$ cat src/rtl/cs100_map.svh
// Constants for the processor to system bus adapter.
`ifndef CS100_MAP_SVH
`define CS100_MAP_SVH

// -----------------------------------------------------------------------------
// Register map
// -----------------------------------------------------------------------------
`define CS100_CTRL_OFS      12'h000
`define CS100_STATUS_OFS    12'h004
`define CS100_CTRL_RST      32'h0000_0001

// -----------------------------------------------------------------------------
// Control field positions
// -----------------------------------------------------------------------------
`define CS100_CTRL_MIRROR   0
`define CS100_CTRL_FWAIT    1
`define CS100_CTRL_ROMEN    2
`define CS100_CTRL_SERIAL   3
`define CS100_CTRL_POJ      4
`define CS100_CTRL_FPEXAM   5
`define CS100_CTRL_SPD4     6

// -----------------------------------------------------------------------------
// Status field positions
// -----------------------------------------------------------------------------
`define CS100_ST_SYNC       0
`define CS100_ST_INTE       1
`define CS100_ST_WAIT       2
`define CS100_ST_HLDA       3
`define CS100_ST_INTA       4

// -----------------------------------------------------------------------------
// Opcode pattern and timing
// -----------------------------------------------------------------------------
`define CS100_IRQ_MASK      8'hF7
`define CS100_IRQ_PATTERN   8'hF3
`define CS100_IRQ_BIT       3
`define CS100_CLK_MHZ       200
`define CS100_TICK_MHZ      8
`define CS100_TICK_DIV      (`CS100_CLK_MHZ / `CS100_TICK_MHZ)
`define CS100_RESP_OKAY     2'h0
`define CS100_RESP_SLVERR   2'h2

`endif

$ cat src/rtl/cs100_pkg.sv
// Types for the processor to system bus adapter.
package cs100_pkg;

	typedef enum logic [1:0]
	{
		CS100_IDLE  = 2'h0,
		CS100_SYNC  = 2'h1,
		CS100_AFTER = 2'h3
	} cs100_sync_type;

endpackage

$ cat src/rtl/cs100_adapter.sv
// Processor to system bus adapter with an AXI4-Lite control port.
//
// The address map and the AXI4-Lite register port were decided locally.
`timescale 1ns/10ps

`include "cs100_map.svh"

// Functional notes
// - Mirror low address onto high for I/O.
// - Otherwise high address drives upper lines.
// - Address disable floats address drivers.
// - Status on data out during sync.
// - Data out disable floats data drivers.
// - Data in off unless read or DMA.
// - Data in off for internal sources.
// - Sync starts on first strobe, no refresh.
// - No sync on refresh memory request.
// - Sync ends on phase-two edge by cycle.
// - I/O cycle sync arrives in T2.
// - Write strobe only outside sync.
// - Read strobe is read or acknowledge.
// - Watch opcode bits except D3.
// - Load interrupt flag from D3 at fetch end.
// - Reset or acknowledge clears interrupt flag.
// - Hold acknowledge is inverted bus grant.
// - Wait set at once, cleared on 8 MHz tick.
// - Acknowledge is fetch and I/O together.
// - Wait sources: ready lines, fetch, slow ROM.
// - Status gated with early write, acknowledge bits.
module cs100_adapter
(
	input  wire logic        aclk,
	input  wire logic        aresetn,
	input  wire logic [11:0] s_axi_awaddr,
	input  wire logic        s_axi_awvalid,
	output logic             s_axi_awready,
	input  wire logic [31:0] s_axi_wdata,
	input  wire logic [3:0]  s_axi_wstrb,
	input  wire logic        s_axi_wvalid,
	output logic             s_axi_wready,
	output logic [1:0]       s_axi_bresp,
	output logic             s_axi_bvalid,
	input  wire logic        s_axi_bready,
	input  wire logic [11:0] s_axi_araddr,
	input  wire logic        s_axi_arvalid,
	output logic             s_axi_arready,
	output logic [31:0]      s_axi_rdata,
	output logic [1:0]       s_axi_rresp,
	output logic             s_axi_rvalid,
	input  wire logic        s_axi_rready,
	input  wire logic [15:0] cpu_addr,
	input  wire logic [7:0]  cpu_dout,
	output logic [7:0]       cpu_din,
	input  wire logic        opcode_fetch_n,
	input  wire logic        mem_request_n,
	input  wire logic        io_request_n,
	input  wire logic        cpu_rd_n,
	input  wire logic        cpu_wr_n,
	input  wire logic        cpu_refresh_n,
	input  wire logic        cpu_halt_n,
	input  wire logic        cpu_bus_grant_n,
	input  wire logic        phase2,
	output logic             cpu_wait_n,
	input  wire logic        reset_bus_n,
	input  wire logic        addr_dsb_n,
	input  wire logic        dout_dsb_n,
	input  wire logic        xrdy,
	input  wire logic        prdy,
	input  wire logic        rom_select,
	output logic [15:0]      bus_addr,
	output logic             bus_addr_oe,
	output logic [7:0]       bus_dout,
	output logic             bus_dout_oe,
	input  wire logic [7:0]  bus_din,
	output logic             bus_din_en,
	output logic             bus_sync,
	output logic             bus_wr_n,
	output logic             bus_dbin,
	output logic             bus_inte,
	output logic             bus_hlda,
	output logic             bus_wait,
	output logic             bus_inta
);

	// -------------------------------------------------------------------------
	// Input synchronisers
	// -------------------------------------------------------------------------
	localparam int NSYNC = 14;
	logic [NSYNC-1:0] raw_in;
	logic [NSYNC-1:0] sy_in;
	logic [NSYNC-1:0] sy_rst;

	assign raw_in = {opcode_fetch_n, mem_request_n, io_request_n, cpu_rd_n, cpu_wr_n, cpu_refresh_n,
		cpu_halt_n, cpu_bus_grant_n, phase2, reset_bus_n, addr_dsb_n, dout_dsb_n, xrdy, prdy};
	assign sy_rst = 14'h3FDF;

	genvar gi;
	generate
		for (gi = 0; gi < NSYNC; gi++)
		begin : g_sync
			cs100_sync3 u_sync
			(
				.aclk    (aclk),
				.aresetn (aresetn),
				.din     (raw_in[gi] ^ sy_rst[gi]),
				.rst_val (sy_rst[gi]),
				.dout    (sy_in[gi])
			);
		end
	endgenerate

	logic m1_n, mem_request_n_n, io_request_n_n, rd_n, wr_n, rfsh_n, halt_n, cpu_bus_grant_n_n, ph2, prst_n, adsb_n, dodsb_n, xr, pr;
	assign {m1_n, mem_request_n_n, io_request_n_n, rd_n, wr_n, rfsh_n, halt_n, cpu_bus_grant_n_n, ph2, prst_n, adsb_n, dodsb_n, xr, pr} = sy_in;

	// -------------------------------------------------------------------------
	// State
	// -------------------------------------------------------------------------
	typedef struct packed
	{
		cs100_pkg::cs100_sync_type sync_st;
		logic        strobe_any;
		logic        m1_prev;
		logic        ph2_prev;
		logic        io_cycle;
		logic        wr_block;
		logic        op_match;
		logic        op_d3;
		logic        inte;
		logic        waitq;
		logic [4:0]  div;
		logic [7:0]  ctrl;
		logic        awtaken;
		logic        wtaken;
		logic [11:0] awaddr;
		logic [31:0] wdata;
		logic        wstrb0;
		logic        bvalid;
		logic [1:0]  bresp;
		logic        rvalid;
		logic [31:0] rdata;
		logic [1:0]  rresp;
		logic [15:0] addr_q;
		logic [7:0]  dout_q;
	} cs100_state_type;

	cs100_state_type st_reg;
	cs100_state_type st_next;

	logic inta;
	logic sync_on;
	logic tick8;
	logic wait_req;
	logic mirror;
	logic [7:0] status_bits;
	logic opcode_seen;

	// Acknowledge cycle: fetch and I/O request active together.
	assign inta = !m1_n && !io_request_n_n;
	assign sync_on = (st_reg.sync_st == cs100_pkg::CS100_SYNC);
	assign tick8 = (st_reg.div == 5'(`CS100_TICK_DIV - 1));
	assign mirror = st_reg.ctrl[`CS100_CTRL_MIRROR] && !io_request_n_n && m1_n;
	// Opcodes arrive on the bus data in lines during a fetch.
	assign opcode_seen = ((bus_din & `CS100_IRQ_MASK) == `CS100_IRQ_PATTERN);

	// Status word; write and acknowledge bits use early decodes since the
	// processor strobes come too late for the sync window.
	always_comb
	begin
		status_bits = 8'h00;
		status_bits[7] = !mem_request_n_n && !rd_n;
		status_bits[6] = !io_request_n_n && !rd_n;
		status_bits[5] = !m1_n;
		status_bits[4] = !io_request_n_n && !wr_n;
		status_bits[3] = !halt_n;
		status_bits[1] = !((!mem_request_n_n || !io_request_n_n) && rd_n);
		status_bits[0] = !m1_n && rd_n;
	end

	// Wait sources.
	assign wait_req = !xr || !pr || (sync_on && ((!m1_n && st_reg.ctrl[`CS100_CTRL_FWAIT]) ||
		(rom_select && st_reg.ctrl[`CS100_CTRL_SPD4])));

	// -------------------------------------------------------------------------
	// Next state
	// -------------------------------------------------------------------------
	always_comb
	begin
		logic strobe_now;
		logic ph2_rise;
		logic ph2_fall;
		strobe_now = 1'b0;
		ph2_rise = 1'b0;
		ph2_fall = 1'b0;
		st_next = st_reg;
		strobe_now = !m1_n || !mem_request_n_n || !io_request_n_n;
		ph2_rise = ph2 && !st_reg.ph2_prev;
		ph2_fall = !ph2 && st_reg.ph2_prev;
		st_next.strobe_any = strobe_now;
		st_next.ph2_prev = ph2;
		st_next.m1_prev = m1_n;
		st_next.div = tick8 ? 5'h00 : 5'(st_reg.div + 5'h01);

		// Sync flop sets on the first strobe of a cycle with refresh inactive.
		case (st_reg.sync_st)
			cs100_pkg::CS100_IDLE:
			begin
				if (strobe_now && !st_reg.strobe_any && rfsh_n)
				begin
					st_next.sync_st = cs100_pkg::CS100_SYNC;
					st_next.io_cycle = !m1_n || !io_request_n_n;
				end
			end
			cs100_pkg::CS100_SYNC:
			begin
				if ((st_reg.io_cycle && ph2_rise) || (!st_reg.io_cycle && ph2_fall))
				begin
					st_next.sync_st = cs100_pkg::CS100_AFTER;
				end
			end
			cs100_pkg::CS100_AFTER:
			begin
				if (!strobe_now)
				begin
					st_next.sync_st = cs100_pkg::CS100_IDLE;
				end
			end
			default:
			begin
				st_next.sync_st = cs100_pkg::CS100_IDLE;
			end
		endcase

		// Write block flag: set as sync rises, cleared when it falls.
		if (st_next.sync_st == cs100_pkg::CS100_SYNC)
		begin
			st_next.wr_block = 1'b1;
		end
		else if (sync_on)
		begin
			st_next.wr_block = 1'b0;
		end

		// Opcode match armed during fetch, loaded as fetch ends.
		if (!m1_n && !rd_n)
		begin
			st_next.op_match = opcode_seen;
			st_next.op_d3 = bus_din[`CS100_IRQ_BIT];
		end
		if (!prst_n || inta)
		begin
			st_next.inte = 1'b0;
			st_next.op_match = 1'b0;
		end
		else if (m1_n && !st_reg.m1_prev && st_reg.op_match)
		begin
			st_next.inte = st_reg.op_d3;
			st_next.op_match = 1'b0;
		end

		// Wait flop: held while requested, released only on the 8 MHz tick.
		if (wait_req)
		begin
			st_next.waitq = 1'b1;
		end
		else if (tick8)
		begin
			st_next.waitq = 1'b0;
		end

		// Registered bus data: status during sync, write data otherwise.
		st_next.dout_q = (st_next.sync_st == cs100_pkg::CS100_SYNC) ? status_bits : cpu_dout;
		st_next.addr_q = {mirror ? cpu_addr[7:0] : cpu_addr[15:8], cpu_addr[7:0]};

		// AXI4-Lite write channel.
		if (s_axi_awvalid && !st_reg.awtaken && !st_reg.bvalid)
		begin
			st_next.awtaken = 1'b1;
			st_next.awaddr = s_axi_awaddr;
		end
		if (s_axi_wvalid && !st_reg.wtaken && !st_reg.bvalid)
		begin
			st_next.wtaken = 1'b1;
			st_next.wdata = s_axi_wdata;
			st_next.wstrb0 = s_axi_wstrb[0];
		end
		if (st_reg.awtaken && st_reg.wtaken)
		begin
			st_next.awtaken = 1'b0;
			st_next.wtaken = 1'b0;
			st_next.bvalid = 1'b1;
			if (st_reg.awaddr[11:2] == 10'(`CS100_CTRL_OFS >> 2))
			begin
				if (st_reg.wstrb0)
				begin
					st_next.ctrl = st_reg.wdata[7:0];
				end
				st_next.bresp = `CS100_RESP_OKAY;
			end
			else if (st_reg.awaddr[11:2] == 10'(`CS100_STATUS_OFS >> 2))
			begin
				st_next.bresp = `CS100_RESP_OKAY;
			end
			else
			begin
				st_next.bresp = `CS100_RESP_SLVERR;
			end
		end
		if (st_reg.bvalid && s_axi_bready)
		begin
			st_next.bvalid = 1'b0;
		end

		// AXI4-Lite read channel.
		if (s_axi_arvalid && !st_reg.rvalid)
		begin
			st_next.rvalid = 1'b1;
			st_next.rdata = 32'h0000_0000;
			st_next.rresp = `CS100_RESP_OKAY;
			if (s_axi_araddr[11:2] == 10'(`CS100_CTRL_OFS >> 2))
			begin
				st_next.rdata = {24'h00_0000, st_reg.ctrl};
			end
			else if (s_axi_araddr[11:2] == 10'(`CS100_STATUS_OFS >> 2))
			begin
				st_next.rdata = {27'h000_0000, inta, !cpu_bus_grant_n_n, st_reg.waitq, st_reg.inte, sync_on};
			end
			else
			begin
				st_next.rresp = `CS100_RESP_SLVERR;
			end
		end
		else if (st_reg.rvalid && s_axi_rready)
		begin
			st_next.rvalid = 1'b0;
		end
	end

	// -------------------------------------------------------------------------
	// Register update
	// -------------------------------------------------------------------------
	always_ff @(posedge aclk)
	begin
		if (!aresetn)
		begin
			st_reg <= '{sync_st: cs100_pkg::CS100_IDLE, ctrl: 8'(`CS100_CTRL_RST), default: '0};
		end
		else
		begin
			st_reg <= st_next;
		end
	end

	// -------------------------------------------------------------------------
	// Outputs
	// -------------------------------------------------------------------------
	// Both disable inputs float the drivers so a DMA master owns the bus.
	assign bus_addr = st_reg.addr_q;
	assign bus_addr_oe = adsb_n;
	assign bus_dout = st_reg.dout_q;
	assign bus_dout_oe = dodsb_n;
	assign bus_sync = sync_on;
	assign bus_wr_n = wr_n || st_reg.wr_block || sync_on;
	assign bus_dbin = !rd_n || inta;
	assign bus_inte = st_reg.inte;
	assign bus_hlda = !cpu_bus_grant_n_n;
	assign bus_wait = st_reg.waitq || wait_req;
	assign cpu_wait_n = !bus_wait;
	assign bus_inta = inta;
	assign cpu_din = bus_din;
	// Data in buffer enabled for reads or DMA, never for internal sources.
	assign bus_din_en = (bus_dbin || !cpu_bus_grant_n_n) && !(rom_select && st_reg.ctrl[`CS100_CTRL_ROMEN]) &&
		!st_reg.ctrl[`CS100_CTRL_SERIAL] && !st_reg.ctrl[`CS100_CTRL_POJ] &&
		!st_reg.ctrl[`CS100_CTRL_FPEXAM];

	assign s_axi_awready = !st_reg.awtaken && !st_reg.bvalid;
	assign s_axi_wready = !st_reg.wtaken && !st_reg.bvalid;
	assign s_axi_bvalid = st_reg.bvalid;
	assign s_axi_bresp = st_reg.bresp;
	assign s_axi_arready = !st_reg.rvalid;
	assign s_axi_rvalid = st_reg.rvalid;
	assign s_axi_rdata = st_reg.rdata;
	assign s_axi_rresp = st_reg.rresp;
endmodule

$ cat src/rtl/cs100_sync3.sv
// Three flop input synchroniser with second and third stage agreement.
`timescale 1ns/10ps

`include "cs100_map.svh"

module cs100_sync3
(
	input  wire logic aclk,
	input  wire logic aresetn,
	input  wire logic din,
	input  wire logic rst_val,
	output logic      dout
);

	typedef struct packed
	{
		logic [2:0] stage;
		logic       value;
	} cs100_sync_state_type;

	cs100_sync_state_type state_reg;
	cs100_sync_state_type state_next;

	// Only the second and third stages are compared; the first feeds nothing else.
	always_comb
	begin
		state_next       = state_reg;
		state_next.stage = {state_reg.stage[1:0], din};
		if (state_reg.stage[1] == state_reg.stage[2])
		begin
			state_next.value = state_reg.stage[2];
		end
	end

	// The reset value comes from a constant tie at the instance.
	always_ff @(posedge aclk)
	begin
		if (!aresetn)
		begin
			state_reg <= '{stage: 3'h0, value: 1'b0};
		end
		else
		begin
			state_reg <= state_next;
		end
	end

	assign dout = state_reg.value ^ rst_val;

endmodule

$ cat config.mk
export PLATFORM = sky130hd
export DESIGN_NAME = cs100_adapter
export DESIGN_NICKNAME = d
export VERILOG_FILES = /design/src/rtl/cs100_pkg.sv /design/src/rtl/cs100_adapter.sv /design/src/rtl/cs100_sync3.sv
export VERILOG_INCLUDE_DIRS = /design/src /design/src/rtl
export SDC_FILE = /design/constraint.sdc
export NUM_CORES = 1
export LEC_CHECK = 0
export ABC_AREA = 1
export BUFFER_PORTS_ARGS = -buffer_cell sky130_fd_sc_hd__buf_4
export CAP_MARGIN = 25
export CORE_MARGIN = 4
export CORE_UTILIZATION = 40
export CTS_CLUSTER_DIAMETER = 60
export DETAILED_ROUTE_END_ITERATION = 10
export PLACE_DENSITY = 0.66
export SLEW_MARGIN = 30
export SYNTH_ARGS = -nofsm -noshare
export SYNTH_HDL_FRONTEND = slang
export SYNTH_HIERARCHICAL = 1
export SYNTH_SLANG_ARGS = --single-unit
$ cat constraint.sdc
create_clock -name aclk -period 2 [get_ports aclk]
set_clock_uncertainty 0.1 [all_clocks]
set_input_delay 0.2 -clock aclk [delete_from_list [all_inputs] [get_ports aclk]]
set_output_delay 0.2 -clock aclk [all_outputs]
set_load 0.005 [all_outputs]
==> metrics.cfg, run 1 <==
[critical_path]
crit_arrival_ns = 1.58
start_kind = flip-flop
crit_slowest_cell = dfxtp_1
cp.buffers_inverters = 3
slowest_delay_ns = 0.33
path_depth = 8
reg2reg_from = g_sync[11].u_sync/state_reg[0]
endpoint_kind = primary output
r2r-end = bus_dout[2]
crit_family = flip-flops
r2r_setup_slack_ns = 0.31
critical_path_class = flip-flop to primary output
critical_path_required_ns = 1.70
worstSetupEndpoint = bus_wait
crit_start = g_sync[13].u_sync/state_reg[0]
cpMostUsedCell = buf_4
r2r_cells = 9
worstPathCellList = xor2_1 > buf_4 > o21ai_1 > nand2_1 > nand3_2 > nor2_4 > inv_1 > buf_4
path_max_fanout = 4

[place]
globalplace.congestion = 0.7699
numPortBuffers = 140
placed_area_sq_um = 6559
hpwl_mm = 8.256

[detailed_routing]
drtIter0Drc = 228
drtAntennaViolNets = 0
wl_mm = 12.06
routedWlPerCell_microns = 10.84
vias_per_cell = 4.247
vias = 4723
first_pass_iters = 4
drc = 0

[synthesis]
synth_cells = 737
synthArstFlopShare = 0
ys_warn_count = 6
yosysUniqueCellTypes = 43
synthTopCellsByArea = dfxtp_1, buf_4, nor2_1
netlist.area_leader.share = 0.4826
synthTopCellsByCount = dfxtp_1, nor2_1, nand2_1, inv_1, buf_4
synth_edf_count = 0
ys_seq_area_frac = 0.4826
ys_ff_latch = 137
ys.flop_type = dfxtp_1
synthesis.area_sq_um = 5683
post-synth-top-count-cell = dfxtp_1
avgSynthCellArea_sq_um = 7.711
yosys.area.top_type = dfxtp_1

[sta]
setup_viol_count_final = 0
rsz0062_at_grt = false
hold_violations = 0
drv_slew = 0
max_freq_mhz = 532.2
relSlewSlack = 0.5942
period_share = 0.9394
period_minus_slack_ns = 1.879
tightest_slew_ns = 0.6080
fin_tns_setup_ns = 0

[power]
power_density_nw_per_um2 = 874.3
p_leak_nw = 4.036
irDropWorstVdd_uv = 523.1

[finish]
drive_gt1_frac = 0.2114
syn_to_final_growth_pct = 37.01
design_area_sq_um = 7786
fin_nets = 1036
n_antenna_cell = 0
fill_cells = 1290
largest_reg_flops = 44

[cts]
root_buffer = clkbuf_16
clk_pin_slew_ns = 0.05
clk-insertion-delay-late_ns = 0.41
cts_sinks = 137
clockBufferDepth = 2
htree_levels = 4
cts_buffers = 17
cts_tree = yes

[floorplan]
die_w_microns = 127.2
start_util = 0.4094
dieArea_sq_um = 16180
io_pins = 198
core_sq_um = 13880
die_height_microns = 127.2
rows = 43

[global_routing]
first_global_vias = 4524
grt_max_degree = 77
grtUsageTotal = 0.1555
grt_antenna_before_repair = 0
grt_pass1_wl_mm = 20.49
grt_remaining_overflow = 0

[job]
cap_violations = 0

[worst_hold_path]
holdCritPathClass = input pin to flip-flop
hp-start = s_axi_araddr[3]

[outcome]
status = finished, final reports clean

## cell type report
class / count / area [sq um] / share of cell area
clock buffers: 25 / 495.5 / 0.06363
clock inverters: 6 / 88.84 / 0.01141
inverters: 109 / 409.1 / 0.05255
well taps: 180 / 225.2 / 0.02892
multi-input cells: 446 / 2093 / 0.2688
repair buffers: 209 / 1732 / 0.2224
flip-flops and latches: 137 / 2743 / 0.3522
## worst min-delay path by stage
stage | to | slack (ns) | depth (start not counted)
5_1_grt | s_axi_rdata[6] | 0.05 | 4
3_5_place_dp | bus_addr[3] | 0.29 | 3
4_1_cts | s_axi_rdata[6] | 0.02 | 4
2_1_floorplan | bus_addr[0] | 0.19 | 2
3_3_place_gp | bus_addr[5] | 0.29 | 3
6_report | s_axi_rdata[6] | 0.05 | 4
## through the flow
stage	cells	utilization	hold slack [ns]	worst slack, ns	power [W]
detailed placement	1017	0.4725	0.2885	0.3682	0.003725
floorplan	775	-	0.1935	0.5110	0.003481
CTS	1110	0.5590	0.02223	0.01849	0.006895
finish	1112	0.5609	0.05005	0.1212	0.006808
global route	1112	0.5609	0.05287	0.006653	0.007166
global placement	1017	0.4725	0.2867	0.3644	0.003715
## per-layer routing
metal  wire (microns)  track usage  vias up
li1                 -            -     2513
met1             5146       0.1875     2078
met2             6005       0.2606      115
met3              706      0.04599       17
met4              200      0.06246        0
met5                0            0        -
## kinds of logic after synthesis
group                    Yosys count  share of synthesized area
other                              2                   0.001321
flip-flops                       137                     0.4826
XOR/XNOR                          16                    0.02466
AND/OR/NAND/NOR                  303                     0.2305
adder cells (fa/ha/maj)            2                   0.004403
buffers and inverters            192                     0.1764
AO/OA/AOI/OAI                     85                    0.08014
## timing repair
action / 4_1_cts / 5_1_grt
gates resized for setup: 0 / 5
pin swaps: 0 / 1
setup buffers: 2 / 2
endpoints found under the setup margin: 3 / 3
endpoints found under the hold margin: 60 / 0
hold buffers: 60 / 0
## cells in the final DEF (no fill, tap or decap), types with 4 or more instances in the layout
master | Yosys | routed
a21oi_1 | 28 | 28
buf_4 | 71 | 148
clkbuf_1 | 3 | 4
clkbuf_16 | 0 | 17
clkbuf_8 | 0 | 4
conb_1 | 2 | 40
dfxtp_1 | 137 | 137
dlygate4sd3_1 | 0 | 60
inv_1 | 105 | 105
nand2_1 | 110 | 110
nand3_1 | 41 | 40
nor2_1 | 125 | 124
nor2_4 | 4 | 5
nor3_1 | 5 | 5
o21ai_0 | 35 | 33
o21ai_1 | 14 | 16
xor2_1 | 15 | 15
## worst register-to-register path, cell delays in order, from the launching register on
cell,delay (ns)
dfxtp_1,0.33
xor2_1,0.15
buf_4,0.15
buf_4,0.14
nand3_4,0.09
nand2_2,0.12
inv_1,0.07
a21oi_4,0.18
nand2_4,0.10
and3_1,0.15
## report_power, final
group	switching [W]	internal, W
sequential	0.0000720	0.00288
combinational	0.000388	0.000426
clock	0.00108	0.00196
total	0.00154	0.00527
No activity file was read; power rests on OpenSTA's default activity.
==> run 2: changes to the inputs <==
Settings changed: ABC_AREA 1 to not set, CTS_CLUSTER_DIAMETER 60 to not set.
==> run 2 against run 1 <==
Net effect: routed wire length grew 1.2%; count of clock-buffer cells in the layout shrank 5; critical path depth shrank 5; register-to-register slack lost 0.15 ns; total power grew 0.91%; die area shrank 1.9%; combinational power shrank 13%; global-route usage grew 0.22 points; worst setup slack lost 0.062 ns; non-clock buffer count grew 1; via count shrank 8.5%; worst hold slack gained 0.057 ns; critical path type unchanged; critical endpoint is now bus_din_en; largest power group unchanged.
==> metrics.cfg, run 2 <==
[power]
p_leak_nw = 3.480  ; -14%
irDropWorstVdd_uv = 613.3  ; +17%
power_density_nw_per_um2 = 888.9  ; +1.7%

[sta]
rsz0062_at_grt = true
tightest_slew_ns = 0.5920  ; -0.01594 ns
hold_violations = 0  ; unchanged
timing.hold.ws_ns = 0.1068  ; +0.05673 ns
period_share = 0.9705  ; +0.03108
setup_viol_count_final = 0  ; unchanged
max_freq_mhz = 515.2  ; -3.2%
drv_slew = 0  ; unchanged
period_minus_slack_ns = 1.941  ; +0.06215 ns
finalWorstSetupSlack_ns = 0.05902  ; -0.06215 ns
relSlewSlack = 0.5951  ; +0.0008690

[critical_path]
start_kind = flip-flop
endpoint_kind = primary output
crit_slowest_cell = a2111oi_0
slowest_delay_ns = 0.56  ; +0.23 ns
r2r_cells = 6  ; -3
worstPathCellList = a2111oi_0 > o21a_1 > buf_4
critical_path_class = flip-flop to primary output
critical_path_required_ns = 1.70  ; about the same
path_max_fanout = 3  ; -1
crit_arrival_ns = 1.64  ; +0.06 ns

[detailed_routing]
routedWlPerCell_microns = 12.70  ; +17%
first_pass_iters = 4  ; unchanged
vias_per_cell = 4.495  ; +5.8%
vias = 4320  ; -8.5%
drc = 0  ; unchanged
drtAntennaViolNets = 0  ; unchanged
wl_mm = 12.21  ; +1.2%
drtIter0Drc = 221  ; -3.1%

[outcome]
status = finished, final reports clean

[cts]
root_buffer = clkbuf_16
cts_tree = yes
cts_sinks = 137  ; unchanged
clk_pin_slew_ns = 0.06  ; about the same
htree_levels = 4  ; unchanged
clockBufferDepth = 2  ; unchanged
post_cts_buffers = 0  ; -2
clk-insertion-delay-late_ns = 0.42  ; about the same
cts_buffers = 17  ; unchanged

[synthesis]
avgSynthCellArea_sq_um = 9.389  ; +22%
synthTopCellsByCount = dfxtp_1, nand2_1, buf_4, and2_1, a21boi_0
ys_seq_area_frac = 0.4926  ; +0.009977
synth_edf_count = 0  ; unchanged
synthTopCellsByArea = dfxtp_1, buf_4, and2_1
post-synth-top-count-cell = dfxtp_1
netlist.area_leader.share = 0.4926  ; +0.009977
ys_ff_latch = 137  ; unchanged
synth_cells = 593  ; -20%
yosysUniqueCellTypes = 47  ; +9.3%
yosys.area.top_type = dfxtp_1
ys_warn_count = 6  ; unchanged
synthesis.area_sq_um = 5568  ; -2.0%
ys.flop_type = dfxtp_1
synthArstFlopShare = 0  ; unchanged

[finish]
largest_reg_flops = 44  ; unchanged
drive_gt1_frac = 0.2433  ; +0.03194
mostFrequentLayoutCells = buf_4, dfxtp_1, nand2_1
syn_to_final_growth_pct = 38.81
fin_nets = 888  ; -14%
final_common_cell = buf_4
fin_util = 0.5745  ; +0.01356
design_area_sq_um = 7729  ; -0.74%
n_antenna_cell = 0  ; unchanged

[floorplan]
io_pins = 198  ; unchanged
rows = 42  ; -2.3%
core_sq_um = 13450  ; -3.1%
die_w_microns = 126.0  ; -0.96%
dieArea_sq_um = 15870  ; -1.9%
start_util = 0.4139  ; +0.004466
die_height_microns = 126.0  ; -0.96%

[global_routing]
grt_antenna_before_repair = 0  ; unchanged
grtUsageTotal = 0.1577  ; +0.002236
grt_max_degree = 57  ; -26%
grt_pass1_wl_mm = 20.14  ; -1.7%
first_global_vias = 4287  ; -5.2%
grt_remaining_overflow = 0  ; unchanged

[place]
globalplace.congestion = 0.7644  ; -0.71%
pre_cts_ws_ns = 0.3034  ; -0.06486 ns
hpwl_mm = 8.423  ; +2.0%
numPortBuffers = 140  ; unchanged
placed_area_sq_um = 6459  ; -1.5%

[worst_hold_path]
holdCritPathClass = input pin to flip-flop
holdPathStages = 2  ; -2

[job]
cap_violations = 0  ; unchanged

## run 2: cells by family (layout without fill, tap and decap cells)
| kind of cell | Yosys count | count (layout) | share of synthesized area |
|---|---|---|---|
| compound gates | 88 | 88 | 0.1099 |
| buf+inv | 109 | 263 | 0.1220 |
| mux | 22 | 22 | 0.04045 |
| simple gates | 216 | 216 | 0.2025 |
| flops | 137 | 137 | 0.4926 |
| fa+ha+maj | 2 | 2 | 0.004494 |
| xor+xnor | 17 | 17 | 0.02674 |
| other cells | 2 | 40 | 0.001349 |
## run 2: path summary, 6_finish.rpt
path / from / to / slack, ns
min: aresetn / st_reg[109] / 0.11
max reg2reg: g_sync[10].u_sync/state_reg[0] / st_reg[125] / 0.16
max: st_reg[111] / bus_din_en / 0.06
min reg2reg: g_sync[4].u_sync/state_next[2] / g_sync[4].u_sync/state_next[3] / 0.32
## run 2: repair_timing
item / 4_1_cts / 5_1_grt
pin swaps: 3 / 1
endpoints found under the setup margin: 4 / 3
hold buffers: 63 / 0
gates resized for setup: 4 / 3
hold endpoints to repair: 61 / 0
## run 2: cell type report
cell class / instances / area, sq um
fillers: 1160 / 5724
flip-flops and latches: 137 / 2748
multi-input cells: 385 / 2303
repair buffers: 210 / 1759
clock buffers: 20 / 446.7
well taps: 176 / 220.2
clock inverters: 12 / 172.7
inverters: 21 / 78.83
## run 2: per-layer routing
layer | wire length [microns] | vias to the layer above | GRT usage
met5 | 0 | - | 0
met4 | 189 | 0 | 0.06562
met3 | 743 | 23 | 0.05504
met2 | 6271 | 116 | 0.2679
met1 | 5003 | 1996 | 0.1809
li1 | - | 2185 | -
## run 2: report_power, final
group | internal [W] | switching [W] | leakage [nW]
Sequential | 0.00285 | 0.0000626 | 1.13
Clock | 0.00211 | 0.00114 | 0.300
Combinational | 0.000412 | 0.000294 | 2.05
## run 2: metrics by stage
stage	setup TNS [ns]	power (W)	cells
finish	0	0.006870	961
global route	-0.01982	0.007165	961
CTS	0	0.006951	961
detailed placement	0	0.003582	866
global placement	0	0.003558	866
floorplan	0	0.003352	631
## run 2: critical path: cells and delay by family, from the launching register on
kind / cells / cell delay [ns]
flip-flops: 1 / 0.34
buffers and inverters: 1 / 0.11
AO/OA/AOI/OAI: 2 / 0.77
